File: src/design/ebu_map.vh
/*
 * Register map and field layout of the external bus unit.
 * Assumes inclusion by the single design file; definitions only.
 */
`ifndef EBU_MAP_VH
`define EBU_MAP_VH

// Register byte offsets (Wishbone byte addresses)
`define EBU_OFF_CTRL        8'h00
`define EBU_OFF_DEF_CFG     8'h04
`define EBU_OFF_WIN_CFG0    8'h08
`define EBU_OFF_WIN_RNG0    8'h18
`define EBU_OFF_STATUS      8'h28
`define EBU_OFF_EXT_BASE    8'h80

// Control register fields
`define EBU_CTRL_EXT_BIT    0
`define EBU_CTRL_SPACE_LSB  1
`define EBU_CTRL_SPACE_W    2
`define EBU_CTRL_RST        8'h00

// Bus configuration fields
`define EBU_CFG_MODE_LSB    0
`define EBU_CFG_MCT_LSB     2
`define EBU_CFG_MTT_BIT     6
`define EBU_CFG_ALE_BIT     7
`define EBU_CFG_RWD_BIT     8
`define EBU_CFG_RDY_BIT     9
`define EBU_CFG_CS_BIT      10
`define EBU_CFG_RST         16'h0400

// Window range select fields: base in [15:4], size code in [3:0]
`define EBU_RNG_SIZE_W      4
`define EBU_RNG_RST         16'h0000

// Bus formats
`define EBU_FMT_D8_DEMUX    2'h0
`define EBU_FMT_D8_MUX      2'h1
`define EBU_FMT_D16_DEMUX   2'h2
`define EBU_FMT_D16_MUX     2'h3

// Address space restriction codes
`define EBU_SPACE_8M        2'h0
`define EBU_SPACE_1M        2'h1
`define EBU_SPACE_256K      2'h2
`define EBU_SPACE_64K       2'h3

`endif

File: src/design/ebu_ctrl.v
/*
 * External bus unit: Wishbone register slave plus external bus cycle
 * engine. Accesses to the external window at EBU_OFF_EXT_BASE and above
 * become cycles on the shared and dedicated address ports.
 * Assumes the bench resolves the shared port from its output enable and
 * that all inputs are synchronous to CLK_I.
 */
`timescale 1ns/1ps
`include "ebu_map.vh"

module ebu_ctrl #(
	parameter MCT_W = 4
) (
	input  wire        CLK_I,
	input  wire        RST_I,
	input  wire        CYC_I,
	input  wire        STB_I,
	input  wire        WE_I,
	input  wire [23:0] ADR_I,
	input  wire [3:0]  SEL_I,
	input  wire [31:0] DAT_I,
	output reg  [31:0] DAT_O,
	output wire        ACK_O,
	output reg  [15:0] SHARED_PORT_O,
	output reg         SHARED_PORT_OE_O,
	input  wire [15:0] SHARED_PORT_I,
	output reg  [15:0] DEDICATED_ADDRESS_PORT_O,
	output reg  [6:0]  UPPER_ADDR_O,
	output reg         ALE_O,
	output reg         RD_N_O,
	output reg         WR_N_O,
	output reg         BHE_N_O,
	output reg  [4:0]  CS_N_O,
	input  wire        READY_N_I
);

	// ------------------------------------------------------------------
	// Declarations
	// ------------------------------------------------------------------
	localparam ST_IDLE = 3'h0;
	localparam ST_ADDR = 3'h1;
	localparam ST_TRI  = 3'h2;
	localparam ST_DLY  = 3'h3;
	localparam ST_DATA = 3'h4;
	localparam ST_WAIT = 3'h5;
	localparam ST_DONE = 3'h6;

	reg  [7:0]       ctrl_q;
	reg  [15:0]      cfg_q [0:4];     // 0 default, 1..4 windows
	reg  [15:0]      rng_q [1:4];
	reg  [2:0]       state_q;
	reg  [MCT_W-1:0] cnt_q;
	reg  [2:0]       sel_win_q;
	reg  [15:0]      rdata_q;
	reg              ack_q;
	reg              pend_err_q;
	reg  [22:0]      xaddr_q;
	reg              xword_q;
	reg              xhigh_q;
	wire             wb_req;
	wire             ext_hit;
	wire [2:0]       win;
	wire [15:0]      cfg;
	wire [1:0]       fmt;
	wire [1:0]       space;
	wire [22:0]      eaddr;
	integer          i;

	// ------------------------------------------------------------------
	// Functions
	// ------------------------------------------------------------------
	// Range hit: base in 256-byte units, size code n gives 4 KB << n
	function in_range;
		input [15:0] rng;
		input [22:0] a;
		reg   [22:0] mask;
		begin
			// Offset bits inside the block; a shift past the top covers all
			mask = (23'h001000 << rng[3:0]) - 23'h000001;
			in_range = (rng[3:0] != 4'h0) &&
				(((a ^ {3'h0, rng[15:4], 8'h00}) & ~mask) == 23'h000000);
		end
	endfunction

	// ------------------------------------------------------------------
	// Window selection
	// ------------------------------------------------------------------
	assign wb_req  = CYC_I & STB_I;
	assign ext_hit = (ADR_I >= {16'h0000, `EBU_OFF_EXT_BASE});
	assign space   = ctrl_q[`EBU_CTRL_SPACE_LSB +: `EBU_CTRL_SPACE_W];
	// Address folded to the external space, 8 MB top
	assign eaddr   = ADR_I[22:0] - {15'h0000, `EBU_OFF_EXT_BASE};
	// Priority chain: window 4, 3, 2, 1, then the default region
	assign win = in_range(rng_q[4], eaddr) ? 3'h4 :
		in_range(rng_q[3], eaddr) ? 3'h3 :
		in_range(rng_q[2], eaddr) ? 3'h2 :
		in_range(rng_q[1], eaddr) ? 3'h1 : 3'h0;
	assign cfg = cfg_q[sel_win_q];
	assign fmt = cfg[`EBU_CFG_MODE_LSB +: 2];
	assign ACK_O = ack_q;

	// ------------------------------------------------------------------
	// Register file writes
	// ------------------------------------------------------------------
	// Writes land on the taking edge; the engine gives the ack next cycle
	always @(posedge CLK_I or posedge RST_I) begin
		if (RST_I) begin
			ctrl_q <= `EBU_CTRL_RST;
			for (i = 0; i < 5; i = i + 1)
				cfg_q[i] <= `EBU_CFG_RST;
			for (i = 1; i < 5; i = i + 1)
				rng_q[i] <= `EBU_RNG_RST;
		end else if (wb_req && WE_I && !ext_hit && !ack_q) begin
			if (ADR_I[7:0] == `EBU_OFF_CTRL)
				ctrl_q <= DAT_I[7:0];
			else if (ADR_I[7:0] >= `EBU_OFF_DEF_CFG &&
				ADR_I[7:0] < `EBU_OFF_WIN_RNG0)
				cfg_q[ADR_I[4:2] - 3'h1] <= DAT_I[15:0];
			else if (ADR_I[7:0] >= `EBU_OFF_WIN_RNG0 &&
				ADR_I[7:0] < `EBU_OFF_STATUS)
				rng_q[ADR_I[4:2] - 3'h5] <= DAT_I[15:0];
		end
	end

	// ------------------------------------------------------------------
	// Bus cycle engine
	// ------------------------------------------------------------------
	// Sequence: address, latch or tri-state, delay, cycle time, ready,
	// done. The shared port is released before any read strobe so the
	// far side never fights the address driver.
	always @(posedge CLK_I or posedge RST_I) begin
		if (RST_I) begin
			state_q <= ST_IDLE;
			cnt_q <= {MCT_W{1'b0}};
			sel_win_q <= 3'h0;
			rdata_q <= 16'h0000;
			ack_q <= 1'b0;
			pend_err_q <= 1'b0;
			xaddr_q <= 23'h000000;
			xword_q <= 1'b0;
			xhigh_q <= 1'b0;
			DAT_O <= 32'h00000000;
			SHARED_PORT_O <= 16'h0000;
			SHARED_PORT_OE_O <= 1'b0;
			DEDICATED_ADDRESS_PORT_O <= 16'h0000;
			UPPER_ADDR_O <= 7'h00;
			ALE_O <= 1'b0;
			RD_N_O <= 1'b1;
			WR_N_O <= 1'b1;
			BHE_N_O <= 1'b1;
			CS_N_O <= 5'h1F;
		end else begin
			ack_q <= 1'b0;
			case (state_q)
			ST_IDLE: begin
				// Register access answered next cycle; external one latched
				if (wb_req && !ack_q && !ext_hit) begin
					ack_q <= 1'b1;
					DAT_O <= 32'h00000000;
					if (ADR_I[7:0] == `EBU_OFF_CTRL)
						DAT_O <= {24'h000000, ctrl_q};
					else if (ADR_I[7:0] >= `EBU_OFF_DEF_CFG &&
						ADR_I[7:0] < `EBU_OFF_WIN_RNG0)
						DAT_O <= {16'h0000, cfg_q[ADR_I[4:2] - 3'h1]};
					else if (ADR_I[7:0] >= `EBU_OFF_WIN_RNG0 &&
						ADR_I[7:0] < `EBU_OFF_STATUS)
						DAT_O <= {16'h0000, rng_q[ADR_I[4:2] - 3'h5]};
					else if (ADR_I[7:0] == `EBU_OFF_STATUS)
						DAT_O <= {24'h000000, pend_err_q, sel_win_q,
							1'b0, state_q};
				end else if (wb_req && !ack_q && ext_hit) begin
					if (!ctrl_q[`EBU_CTRL_EXT_BIT]) begin
						// Single-chip: refuse quietly, flag it
						ack_q <= 1'b1;
						DAT_O <= 32'h00000000;
						pend_err_q <= 1'b1;
					end else begin
						sel_win_q <= win;
						xword_q <= (SEL_I[1:0] == 2'b11);
						xhigh_q <= (SEL_I[1:0] == 2'b10);
						xaddr_q <= {eaddr[22:1], SEL_I[1:0] == 2'b10};
						state_q <= ST_ADDR;
					end
				end
			end
			ST_ADDR: begin
				// Address phase with chip select of the governing window
				CS_N_O <= ~(5'h01 << sel_win_q);
				DEDICATED_ADDRESS_PORT_O <= xaddr_q[15:0];
				case (space)
				`EBU_SPACE_8M:   UPPER_ADDR_O <= xaddr_q[22:16];
				`EBU_SPACE_1M:   UPPER_ADDR_O <= {3'h0, xaddr_q[19:16]};
				`EBU_SPACE_256K: UPPER_ADDR_O <= {5'h00, xaddr_q[17:16]};
				default:         UPPER_ADDR_O <= 7'h00;
				endcase
				BHE_N_O <= !(xword_q || xhigh_q);
				if (fmt[0]) begin
					SHARED_PORT_O <= xaddr_q[15:0];
					SHARED_PORT_OE_O <= 1'b1;
					ALE_O <= 1'b1;
				end
				cnt_q <= cfg[`EBU_CFG_ALE_BIT] ? {{(MCT_W-1){1'b0}}, 1'b1}
					: {MCT_W{1'b0}};
				state_q <= ST_TRI;
			end
			ST_TRI: begin
				if (cnt_q != {MCT_W{1'b0}}) begin
					cnt_q <= cnt_q - {{(MCT_W-1){1'b0}}, 1'b1};
				end else begin
					ALE_O <= 1'b0;
					SHARED_PORT_OE_O <= 1'b0;
					// One turn-around cycle when delay is set, or tri-state on a read
					cnt_q <= {{(MCT_W-1){1'b0}},
						cfg[`EBU_CFG_RWD_BIT] |
						(cfg[`EBU_CFG_MTT_BIT] & !WE_I)};
					state_q <= ST_DLY;
				end
			end
			ST_DLY: begin
				// Optional read/write delay and tri-state wait
				if (WE_I) begin
					SHARED_PORT_OE_O <= 1'b1;
					SHARED_PORT_O <= (fmt[1] || !xhigh_q) ? DAT_I[15:0]
						: {8'h00, DAT_I[15:8]};
				end
				if (cnt_q != {MCT_W{1'b0}}) begin
					// Strobes held off while the previous driver floats
					cnt_q <= cnt_q - {{(MCT_W-1){1'b0}}, 1'b1};
				end else begin
					RD_N_O <= WE_I;
					WR_N_O <= !WE_I;
					cnt_q <= cfg[`EBU_CFG_MCT_LSB +: MCT_W];
					state_q <= ST_DATA;
				end
			end
			ST_DATA: begin
				// Programmed cycle time with the strobe active
				if (cnt_q != {MCT_W{1'b0}})
					cnt_q <= cnt_q - {{(MCT_W-1){1'b0}}, 1'b1};
				else
					state_q <= ST_WAIT;
			end
			ST_WAIT: begin
				// Ready sampled; 8-bit reads mirrored on both lanes
				if (!cfg[`EBU_CFG_RDY_BIT] || !READY_N_I) begin
					if (fmt[1])
						rdata_q <= SHARED_PORT_I;
					else
						rdata_q <= {SHARED_PORT_I[7:0], SHARED_PORT_I[7:0]};
					state_q <= ST_DONE;
				end
			end
			ST_DONE: begin
				// Close the cycle: strobes and selects released, answer
				RD_N_O <= 1'b1;
				WR_N_O <= 1'b1;
				BHE_N_O <= 1'b1;
				ALE_O <= 1'b0;
				CS_N_O <= 5'h1F;
				SHARED_PORT_OE_O <= 1'b0;
				DAT_O <= {16'h0000, rdata_q};
				ack_q <= 1'b1;
				state_q <= ST_IDLE;
			end
			default: begin
				// Unused code: release the bus and fall back to idle
				RD_N_O <= 1'b1;
				WR_N_O <= 1'b1;
				BHE_N_O <= 1'b1;
				ALE_O <= 1'b0;
				CS_N_O <= 5'h1F;
				SHARED_PORT_OE_O <= 1'b0;
				state_q <= ST_IDLE;
			end
			endcase
		end
	end

endmodule // ebu_ctrl

File: config.mk
export PLATFORM = sky130hd
export DESIGN_NAME = ebu_ctrl
export DESIGN_NICKNAME = d
export VERILOG_FILES = /design/src/design/ebu_ctrl.v
export VERILOG_INCLUDE_DIRS = /design/src /design/src/design
export SDC_FILE = /design/constraint.sdc
export NUM_CORES = 1
export LEC_CHECK = 0
export ABC_AREA = 0
export ABC_CLOCK_PERIOD_IN_PS = 7700
export BUFFER_PORTS_ARGS = -buffer_cell sky130_fd_sc_hd__buf_2
export CORE_MARGIN = 1
export CORE_UTILIZATION = 45
export DETAILED_ROUTE_END_ITERATION = 8
export PLACE_DENSITY = 0.66
export SETUP_SLACK_MARGIN = 0.02
export SYNTH_ARGS = -nofsm -noshare
export SYNTH_HDL_FRONTEND = slang
export SYNTH_SLANG_ARGS = --single-unit
File: constraint.sdc
create_clock -name CLK_I -period 7.7 [get_ports CLK_I]
set_clock_uncertainty 0.15 [all_clocks]
set_input_delay 0.77 -clock CLK_I [delete_from_list [all_inputs] [get_ports CLK_I]]
set_output_delay 0.77 -clock CLK_I [all_outputs]
set_load 0.01 [all_outputs]
==> results.yml, run 1 <==
logic_synthesis:
  ys.flop_type: "dfrtp_1"
  syn_area_um2: 14600
  avgSynthCellArea_um2: 10.5
  yosys_register_bits: 269
  async_flop_share: 1.00
  yosysTopAreaCellShare: 0.438
  synth_cells: 1395
  synth_edf_count: 0
  synth_cell_types: 76
  synthTopCellsByArea: "dfrtp_1 44%, mux2_2 12%, a21oi_1 3.3%"
  synth_area_leader_cell: "dfrtp_1"
  synth_seq_area_share: 0.462
  yosys_warnings: 0
floorplan:
  num_rows: 65
  ioPinCount: 164
  die_w_um: 182
  core-area_um2: 31700
  die_area_um2: 33200
  start_util: 0.461
  die_y_um: 182
timing:
  tightest_slew_ps: 1070
  setup_violations: 0
  period_share: 0.572
  setup_tns_ps: 0
  rsz0062_at_grt: "false"
  hold_ws_ps: 202
  slew_headroom: 0.289
  hold_viol: 0
  finalMaxSlewViolations: 0
  fin_crit_ps: 4410
  timing.fmax_ghz: 0.227
  timing.final.ws_setup_ps: 3290
final_layout:
  final_cell_mix: "256 x dfrtp_1, 161 x mux2_2, 129 x nand2_1, 129 x buf_2, 97 x a21oi_1"
  nets: 1545
  area_delta_synth_final_pct: 12.1
  post-route-util: 0.517
  final_cell_area_um2: 16400
  instances_no_fill: 1878
  final_common_cell: "dfrtp_1"
  insertedDiodeCount: 0
  fillers: 2815
  drive_gt1_frac: 0.287
power:
  switching_power_mw: 0.749
  p_total_mw: 3.10
  p_leak_nw: 7.56
  p_int_mw: 2.35
  vdd_drop_max_uv: 161
  power.density_nw_per_um2: 189
  clkPwrFrac: 0.465
  switching_share: 0.242
  power_frac_seq: 0.462
  pwr-share-comb: 0.073
clocking:
  cts_sinks: 269
  cts_resized: 0
  cts-root-buf: "clkbuf_16"
  path_clk_slew_ps: 60
  cts_tree: "built"
  post_cts_buffers: 0
  clk_path_buf_depth: 3
  htreeDepth: 1
  hold_buffers: 0
  numCtsBuffers: 28
  clk_latency_ps: 560
detailed_routing:
  drt-vias-per-instance: 6.12
  drc: 0
  drt_iter0_markers: 1175
  first_pass_iters: 6
  wl_um: 41700
  wire_per_inst_um: 22.2
  postRouteAntennaNets: 0
  dr_total_vias: 11500
global_routing:
  antenna_found_initial: 2
  grt_max_degree: 112
  grt_pass1_wl_um: 64900
  grt_pass1_vias: 11100
  grt_usage: 0.252
  grt-ovfl-total: 0
worst_hold_path:
  hold_path_class: "primary input to async pin"
place:
  place.detailed.hpwl_um: 27800
  gp_congestion: 0.890
  place_area_um2: 15400
  place_ws_ps: 2770
  dp.cells: 1826
  port_buffers: 129
setup_path:
  crit_fanout: 11
  worst_ep_arrival_time_ps: 4700
  reg2reg_from: "state_q[1]"
  startpoint_type: "primary input"
  reg2reg_to: "sel_win_q[1]"
  path_class: "primary input to register"
  r2r_cells: 6
  critPathCaptureType: "register"
  worstPathRequired_ps: 7990
  r2r_setup_slack_ps: 4060
run_status:
  outcome: "finished, final reports clean"
job:
  drv_cap: 0
[sequential cells by signal (all words and copies together), names as in the netlist, 4 cells and up]
name and cells:
DAT_O 16, cfg_q 80, ctrl_q 8, xaddr_q 23
cnt_q 4, rng_q 64, UPPER_ADDR_O 7, DEDICATED_ADDRESS_PORT_O 16
CS_N_O 5, rdata_q 16, SHARED_PORT_O 16
[layout make-up]
type                            instances  area (um2)  area share
Clock buffer                           38         758      0.0463
Clock inverter                         14         213      0.0130
Inverter                               18        71.3     0.00435
Multi-Input combinational cell        988        7290       0.445
Sequential cell                       269        6750       0.412
Tap cell                              402         503      0.0307
Timing Repair Buffer                  149         808      0.0493
[how the worst max path moves through the flow]
stage,start,to
5_1_grt,ADR_I[7],cfg_q[31]
3_3_place_gp,ADR_I[7],cfg_q[27]
2_1_floorplan,RST_I,ACK_O
3_5_place_dp,ADR_I[7],cfg_q[30]
6_report,ADR_I[7],cfg_q[30]
4_1_cts,ADR_I[7],cfg_q[27]
[cells by family (layout without fill, tap and decap cells)]
logic type                 count (synthesis)  count (layout)  synth area share
DFF                                      269             269             0.462
xor gates and xnor gates                  39              39            0.0253
and+or+nand+nor                          344             344             0.117
AOI/OAI and AO/OA                        341             341             0.148
other                                      1              16          0.000257
adders and majority gates                  9               9           0.00770
muxes                                    239             239             0.194
buffers and inverters                    153             219            0.0465
[routing by layer]
metal | track usage | vias to the layer above | routed length [um]
met3 | 0.0315 | 83 | 3120
li1 | - | 5158 | -
met4 | 0.0857 | 0 | 1340
met5 | 0 | - | 0
met1 | 0.347 | 5747 | 17900
met2 | 0.411 | 501 | 19300
[critical path, cell delays in order]
cell	delay, ps
buf_2	150
or4_1	680
or3_1	380
or4_1	650
or3_4	460
nor3_4	340
nand2b_4	110
nor3_4	420
buf_4	360
mux2_2	370
[synthesized netlist by cell type, drive strengths merged (5+ instances only)]
master / count
nand2b: 12
or3: 11
and2: 5
mux4: 11
o31ai: 9
a221oi: 13
nand3: 16
dfstp: 13
clkbuf: 98
mux2: 184
nand4: 9
a21o: 16
nor4b: 5
ha: 9
a22oi: 21
nor2: 78
xor2: 11
dfrtp: 256
nor3: 33
mux2i: 44
a21oi: 97
or4: 5
buf: 37
xnor2: 26
a31oi: 17
o22ai: 13
o211ai: 5
and3: 6
nor4: 7
o21ai: 80
nor3b: 11
a22o: 15
nand2: 130
inv: 17
o22a: 8
a211oi: 18
[power groups by stage]
stage	combinational (mW)	clock [mW]	sequential, mW
2_1_floorplan	0.139	0	1.46
3_3_place_gp	0.221	0	1.45
3_5_place_dp	0.223	0	1.46
4_1_cts	0.224	1.46	1.43
5_1_grt	0.245	1.51	1.43
6_report	0.227	1.44	1.43
Power figures use the tool's default switching activity.
==> run 2: changes to the inputs <==
--- a/config.mk
+++ b/config.mk
@@ -7,12 +7,12 @@
 export NUM_CORES = 1
 export LEC_CHECK = 0
 export ABC_AREA = 0
-export ABC_CLOCK_PERIOD_IN_PS = 7700
+export ABC_CLOCK_PERIOD_IN_PS = 4400
 export BUFFER_PORTS_ARGS = -buffer_cell sky130_fd_sc_hd__buf_2
 export CORE_MARGIN = 1
 export CORE_UTILIZATION = 45
 export DETAILED_ROUTE_END_ITERATION = 8
-export PLACE_DENSITY = 0.66
+export PLACE_DENSITY = 0.64
 export SETUP_SLACK_MARGIN = 0.02
 export SYNTH_ARGS = -nofsm -noshare
 export SYNTH_HDL_FRONTEND = slang
==> constraint.sdc (replaced) <==
create_clock -name CLK_I -period 4.4 [get_ports CLK_I]
set_clock_uncertainty 0.15 [all_clocks]
set_input_delay 0.44 -clock CLK_I [delete_from_list [all_inputs] [get_ports CLK_I]]
set_output_delay 0.44 -clock CLK_I [all_outputs]
set_load 0.01 [all_outputs]
==> results.yml, run 2 (synthesis gave the netlist of run 1 again) <==
setup_path:
  worstPathRequired_ps: 4680
  path_common_cell: "nor3_4"
  max_stage_delay_ps: 630
  r2r_cells: 10
  critPathCaptureType: "register"
  worst_ep_arrival_time_ps: 3820
  path_cells: "buf_2 > or4_4 > or3_1 > or4_1 > or3_4 > nor3_4 > nand2b_4 > nor3_4 > buf_4 > mux2_2"
  slowest_stage: "or4_1"
  crit_fanout: 11
  startpoint_type: "primary input"
  path_class: "primary input to register"
final_layout:
  instances_no_fill: 1921
  final_common_cell: "dfrtp_1"
  fillers: 2825
  insertedDiodeCount: 0
  largest-register: "cfg_q"
  final_cell_area_um2: 16800
  final_cell_mix: "256 x dfrtp_1, 161 x mux2_2, 129 x nand2_1, 129 x buf_2, 97 x a21oi_1"
  largest_reg_flops: 80
  top_regs: "cfg_q (80), rng_q (64), xaddr_q (23)"
  nets: 1587
  drive_gt1_frac: 0.303
  area_delta_synth_final_pct: 15.1
place:
  place_ws_ps: 323
  place_area_um2: 15700
  dp.cells: 1856
  place.detailed.hpwl_um: 29300
  gp_congestion: 0.865
  port_buffers: 129
detailed_routing:
  first_pass_iters: 7
  postRouteAntennaNets: 0
  drt_iter0_markers: 1042
  drt-vias-per-instance: 6.06
  wl_um: 42500
  dr_total_vias: 11600
  drc: 0
  wire_per_inst_um: 22.1
clocking:
  numCtsBuffers: 30
  cts_tree: "built"
  cts_sinks: 269
  cts-root-buf: "clkbuf_16"
  path_clk_slew_ps: 60
  clk_path_buf_depth: 3
  clk_latency_ps: 560
  htreeDepth: 1
floorplan:
  start_util: 0.461
  die_w_um: 182
  die_y_um: 182
  ioPinCount: 164
  core-area_um2: 31700
  num_rows: 65
  die_area_um2: 33200
power:
  pwr-share-comb: 0.075
  power_frac_seq: 0.453
  p_int_mw: 4.22
  clkPwrFrac: 0.472
  power.density_nw_per_um2: 328
  p_leak_nw: 7.79
  switching_share: 0.237
  switching_power_mw: 1.31
  vdd_drop_max_uv: 260
timing:
  timing.final.ws_setup_ps: 860
  period_share: 0.805
  finalMaxSlewViolations: 0
  slew_headroom: 0.343
  timing.fmax_ghz: 0.282
  tightest_slew_ps: 986
  setup_tns_ps: 0
  hold_viol: 0
  fin_crit_ps: 3540
  hold_ws_ps: 6.06
  rsz0062_at_grt: "false"
  setup_violations: 0
run_status:
  outcome: "finished, final reports clean"
worst_hold_path:
  hold_path_class: "primary input to register"
  hold_depth: 3
global_routing:
  antenna_found_initial: 1
  grt_max_degree: 175
  grt-ovfl-total: 0
  grt_pass1_wl_um: 66500
  grt_pass1_vias: 11200
  grt_usage: 0.257
job:
  drv_cap: 0
-- run 2: cell count changes in the layout (fill, tap and decap cells not counted), moves of 3 or more --
cell | before | now
dlygate4sd3_1 | 0 | 10
clkbuf_1 | 8 | 5
buf_4 | 19 | 47
clkbuf_16 | 28 | 31
clkinv_2 | 6 | 3
bufinv_16 | 5 | 2
clkbuf_8 | 2 | 12
-- run 2: area by class of cell --
cell class / count / area, um2 / share of cell area
Multi-Input combinational cell: 988 / 7290 / 0.433
Timing Repair Buffer: 189 / 1160 / 0.0689
Clock inverter: 7 / 90.1 / 0.00536
Clock buffer: 48 / 960 / 0.0571
Tap cell: 402 / 503 / 0.0299
Inverter: 18 / 71.3 / 0.00424
Sequential cell: 269 / 6750 / 0.401
-- run 2: path summary, 6_finish.rpt --
| kind | start | end | slack (ps) |
|---|---|---|---|
| min in group asynchronous | RST_I | SHARED_PORT_O[6] | 450 |
| worst min register to register | DAT_O[2] | DAT_O[2] | 320 |
| worst max-delay path | ADR_I[17] | cfg_q[27] | 860 |
| worst min-delay path | SEL_I[1] | xword_q | 6 |
| worst max register to register | rng_q[33] | sel_win_q[0] | 1060 |
| max in group asynchronous | RST_I | xaddr_q[13] | 2780 |
-- run 2: worst max-delay path: cells and delay by family --
kind | cells | cell delay (ps)
muxes | 1 | 380
buffers and inverters | 2 | 450
and+or+nand+nor | 7 | 2560
-- run 2: power by group through the flow --
stage | Clock [mW] | Sequential, mW | Combinational [mW]
3_5_place_dp | 0 | 2.55 | 0.402
5_1_grt | 2.74 | 2.50 | 0.446
3_3_place_gp | 0 | 2.55 | 0.397
4_1_cts | 2.64 | 2.50 | 0.410
6_report | 2.61 | 2.50 | 0.412
2_1_floorplan | 0 | 2.55 | 0.243
-- run 2: what timing repair did --
action,in CTS,in global routing
hold buffers,10,0
resized for setup,0,0
endpoints found under the hold margin,101,0
setup buffers,0,0
-- run 2: metrics by stage --
stage,power (mW),util
global route,5.69,0.530
detailed placement,2.95,0.494
finish,5.52,0.530
floorplan,2.79,-
CTS,5.55,0.530
global placement,2.94,0.494
-- run 2: metal layers --
layer / up-vias / wire length, um / GRT usage
met5: - / 0 / 0
met4: 0 / 1250 / 0.0830
met3: 78 / 2850 / 0.0323
met2: 464 / 19700 / 0.413
met1: 5869 / 18700 / 0.361
li1: 5232 / - / -
==> run 3: changes to the inputs <==
--- a/config.mk
+++ b/config.mk
@@ -6,13 +6,13 @@
 export SDC_FILE = /design/constraint.sdc
 export NUM_CORES = 1
 export LEC_CHECK = 0
-export ABC_AREA = 0
-export ABC_CLOCK_PERIOD_IN_PS = 4400
+export ABC_AREA = 1
+export ABC_CLOCK_PERIOD_IN_PS = 3200
 export BUFFER_PORTS_ARGS = -buffer_cell sky130_fd_sc_hd__buf_2
 export CORE_MARGIN = 1
 export CORE_UTILIZATION = 45
 export DETAILED_ROUTE_END_ITERATION = 8
-export PLACE_DENSITY = 0.64
+export PLACE_DENSITY = 0.67
 export SETUP_SLACK_MARGIN = 0.02
 export SYNTH_ARGS = -nofsm -noshare
 export SYNTH_HDL_FRONTEND = slang
==> constraint.sdc (replaced) <==
create_clock -name CLK_I -period 3.2 [get_ports CLK_I]
set_clock_uncertainty 0.15 [all_clocks]
set_input_delay 0.32 -clock CLK_I [delete_from_list [all_inputs] [get_ports CLK_I]]
set_output_delay 0.32 -clock CLK_I [all_outputs]
set_load 0.01 [all_outputs]
==> results.yml, run 3 <==
timing:
  timing.final.ws_setup_ps: 195
  period_share: 0.939
  finalMaxSlewViolations: 0
  timing.fmax_ghz: 0.333
  slew_headroom: 0.203
  rsz0062_at_grt: "false"
  fin_crit_ps: 3010
  hold_ws_ps: 8.84
  tightest_slew_ps: 1190
  setup_violations: 0
  hold_viol: 0
  setup_tns_ps: 0
global_routing:
  grt_usage: 0.307
  antenna_found_initial: 1
  grt-ovfl-total: 0
  grt_pass1_wl_um: 77300
  grt_max_degree: 97
  grt_pass1_vias: 13200
logic_synthesis:
  syn_area_um2: 14300
  yosys_register_bits: 269
  yosysMostFrequentCell: "nand2_1"
  avgSynthCellArea_um2: 7.46
  yosysTopAreaCellShare: 0.448
  async_flop_share: 1.00
  synthTopCellsByCount: "526 x nand2_1, 277 x o21ai_0, 256 x dfrtp_1"
  synth_cell_types: 48
  synth_cells: 1917
  synthTopCellsByArea: "dfrtp_1 45%, nand2_1 14%, o21ai_0 9.7%"
  synth_area_leader_cell: "dfrtp_1"
  ys.flop_type: "dfrtp_1"
  yosys_warnings: 0
  synth_seq_area_share: 0.472
  synth_edf_count: 0
power:
  vdd_drop_max_uv: 382
  power.density_nw_per_um2: 452
  p_leak_nw: 8.24
final_layout:
  final_cell_mix: "526 x nand2_1, 277 x o21ai_0, 256 x dfrtp_1"
  top_regs: "cfg_q (80), rng_q (64), xaddr_q (23)"
  largest-register: "cfg_q"
  nets: 2179
  area_delta_synth_final_pct: 18.1
  post-route-util: 0.546
  drive_gt1_frac: 0.132
  final_cell_area_um2: 16900
  largest_reg_flops: 80
  insertedDiodeCount: 0
  fillers: 2964
  final_common_cell: "nand2_1"
clocking:
  numCtsBuffers: 29
  cts_tree: "built"
  cts_sinks: 269
  cts_resized: 0
  path_clk_slew_ps: 60
  htreeDepth: 1
  cts-root-buf: "clkbuf_16"
  clk_path_buf_depth: 3
  clk_latency_ps: 570
setup_path:
  path_cells: "inv_1 > nand2_1 > inv_1 > nand2_1 > nand4_1 > nand2_1 > o21ai_2 > nor2_1 > inv_1 > nand3_1 > a21oi_1"
  max_stage_delay_ps: 730
  startpoint: "sel_win_q[1]"
  worstPathRequired_ps: 3470
  reg2reg_from: "sel_win_q[1]"
  worst_ep_arrival_time_ps: 3280
  critPathCaptureType: "register"
  crit_fanout: 17
  startpoint_type: "register"
  slowest_stage: "nor2_1"
  path_class: "register to register"
detailed_routing:
  drt_iter0_markers: 1686
  wl_um: 49800
  drt-vias-per-instance: 5.65
  dr_total_vias: 14200
  wire_per_inst_um: 19.9
  drc: 0
  postRouteAntennaNets: 0
  top_layer_used: "met4"
  first_pass_iters: 6
  wl_met3_um: 4800
  drt-met1-wl_um: 21600
  dr_wl_met2_um: 22100
floorplan:
  die_y_um: 180
  start_util: 0.463
  ioPinCount: 164
  die_area_um2: 32500
  num_rows: 64
  die_w_um: 180
  core-area_um2: 30900
place:
  place.detailed.hpwl_um: 36000
  gp_congestion: 1.01
  port_buffers: 129
  place_ws_ps: 294
  place_area_um2: 15600
worst_hold_path:
  hold_path_class: "primary input to register"
  worstHoldStart: "SHARED_PORT_I[13]"
run_status:
  outcome: "finished, final reports clean"
job:
  drv_cap: 0
-- run 3: cell types whose count changed after synthesis, moves of 19 or more --
| cell | previous run | this run |
|---|---|---|
| nor3_1 | 29 | 3 |
| inv_1 | 17 | 187 |
| nor2_1 | 78 | 153 |
| mux2_4 | 20 | 0 |
| mux2i_1 | 44 | 2 |
| xnor2_1 | 26 | 4 |
| clkbuf_1 | 97 | 68 |
| nand2_1 | 129 | 526 |
| o21ai_0 | 80 | 277 |
| mux2_2 | 161 | 8 |
| a21oi_1 | 97 | 116 |
| nand3_1 | 15 | 134 |
-- run 3: layer usage --
| metal | up-vias | GRT usage |
|---|---|---|
| met2 | 665 | 0.479 |
| met5 | - | 0 |
| li1 | 6625 | - |
| met1 | 6795 | 0.436 |
| met4 | 0 | 0.0862 |
| met3 | 77 | 0.0572 |
-- run 3: path summary, 6_finish.rpt --
| check | to | slack (ps) | cells past startpoint |
|---|---|---|---|
| min | rdata_q[13] | 9 | 4 |
| min in group asynchronous | xaddr_q[19] | 210 | 3 |
| max reg2reg | SHARED_PORT_O[8] | 190 | 11 |
| max in group asynchronous | rng_q[44] | 1810 | 5 |
| min reg2reg | CS_N_O[1] | 320 | 2 |
| max | SHARED_PORT_O[8] | 190 | 11 |
-- run 3: final cells by class --
type,instances,area (um2),share of cell area
clock buffers,41,861,0.0510
clock inverters,12,116,0.00689
inverters,192,724,0.0429
multi-input cells,1373,6450,0.382
flip-flops and latches,269,6750,0.400
well taps,396,495,0.0293
repair buffers,223,1490,0.0882
-- run 3: worst max-delay path, delay by kind of cell, from the launching register on --
family          cells  cell delay [ps]
flops               1              450
buf+inv             3              650
simple gates        6             1420
compound gates      2              190
-- run 3: kinds of logic after synthesis --
group | after synthesis | synth area share
AND/OR/NAND/NOR | 852 | 0.245
multiplexers | 10 | 0.00770
AO/OA/AOI/OAI | 476 | 0.180
XOR/XNOR | 10 | 0.00612
flip-flops | 269 | 0.472
other | 1 | 0.000262
buffers and inverters | 290 | 0.0814
adder cells (fa/ha/maj) | 9 | 0.00787
-- run 3: per-stage QoR --
stage	std cells	total power, mW
after floorplan	1932	3.91
after global placement	2423	4.21
after detailed placement	2423	4.21
after CTS	2506	7.66
after global routing	2506	7.86
final	2506	7.64
-- run 3: where the power goes --
group	switching [mW]	total, mW	internal [mW]
Sequential	0.0325	3.49	3.46
Clock	1.42	3.44	2.02
Combinational	0.491	0.708	0.217
-- run 3: timing repair --
action	4_1_cts	5_1_grt
hold buffers	30	0
setup buffers	0	0
hold endpoints to repair	63	0
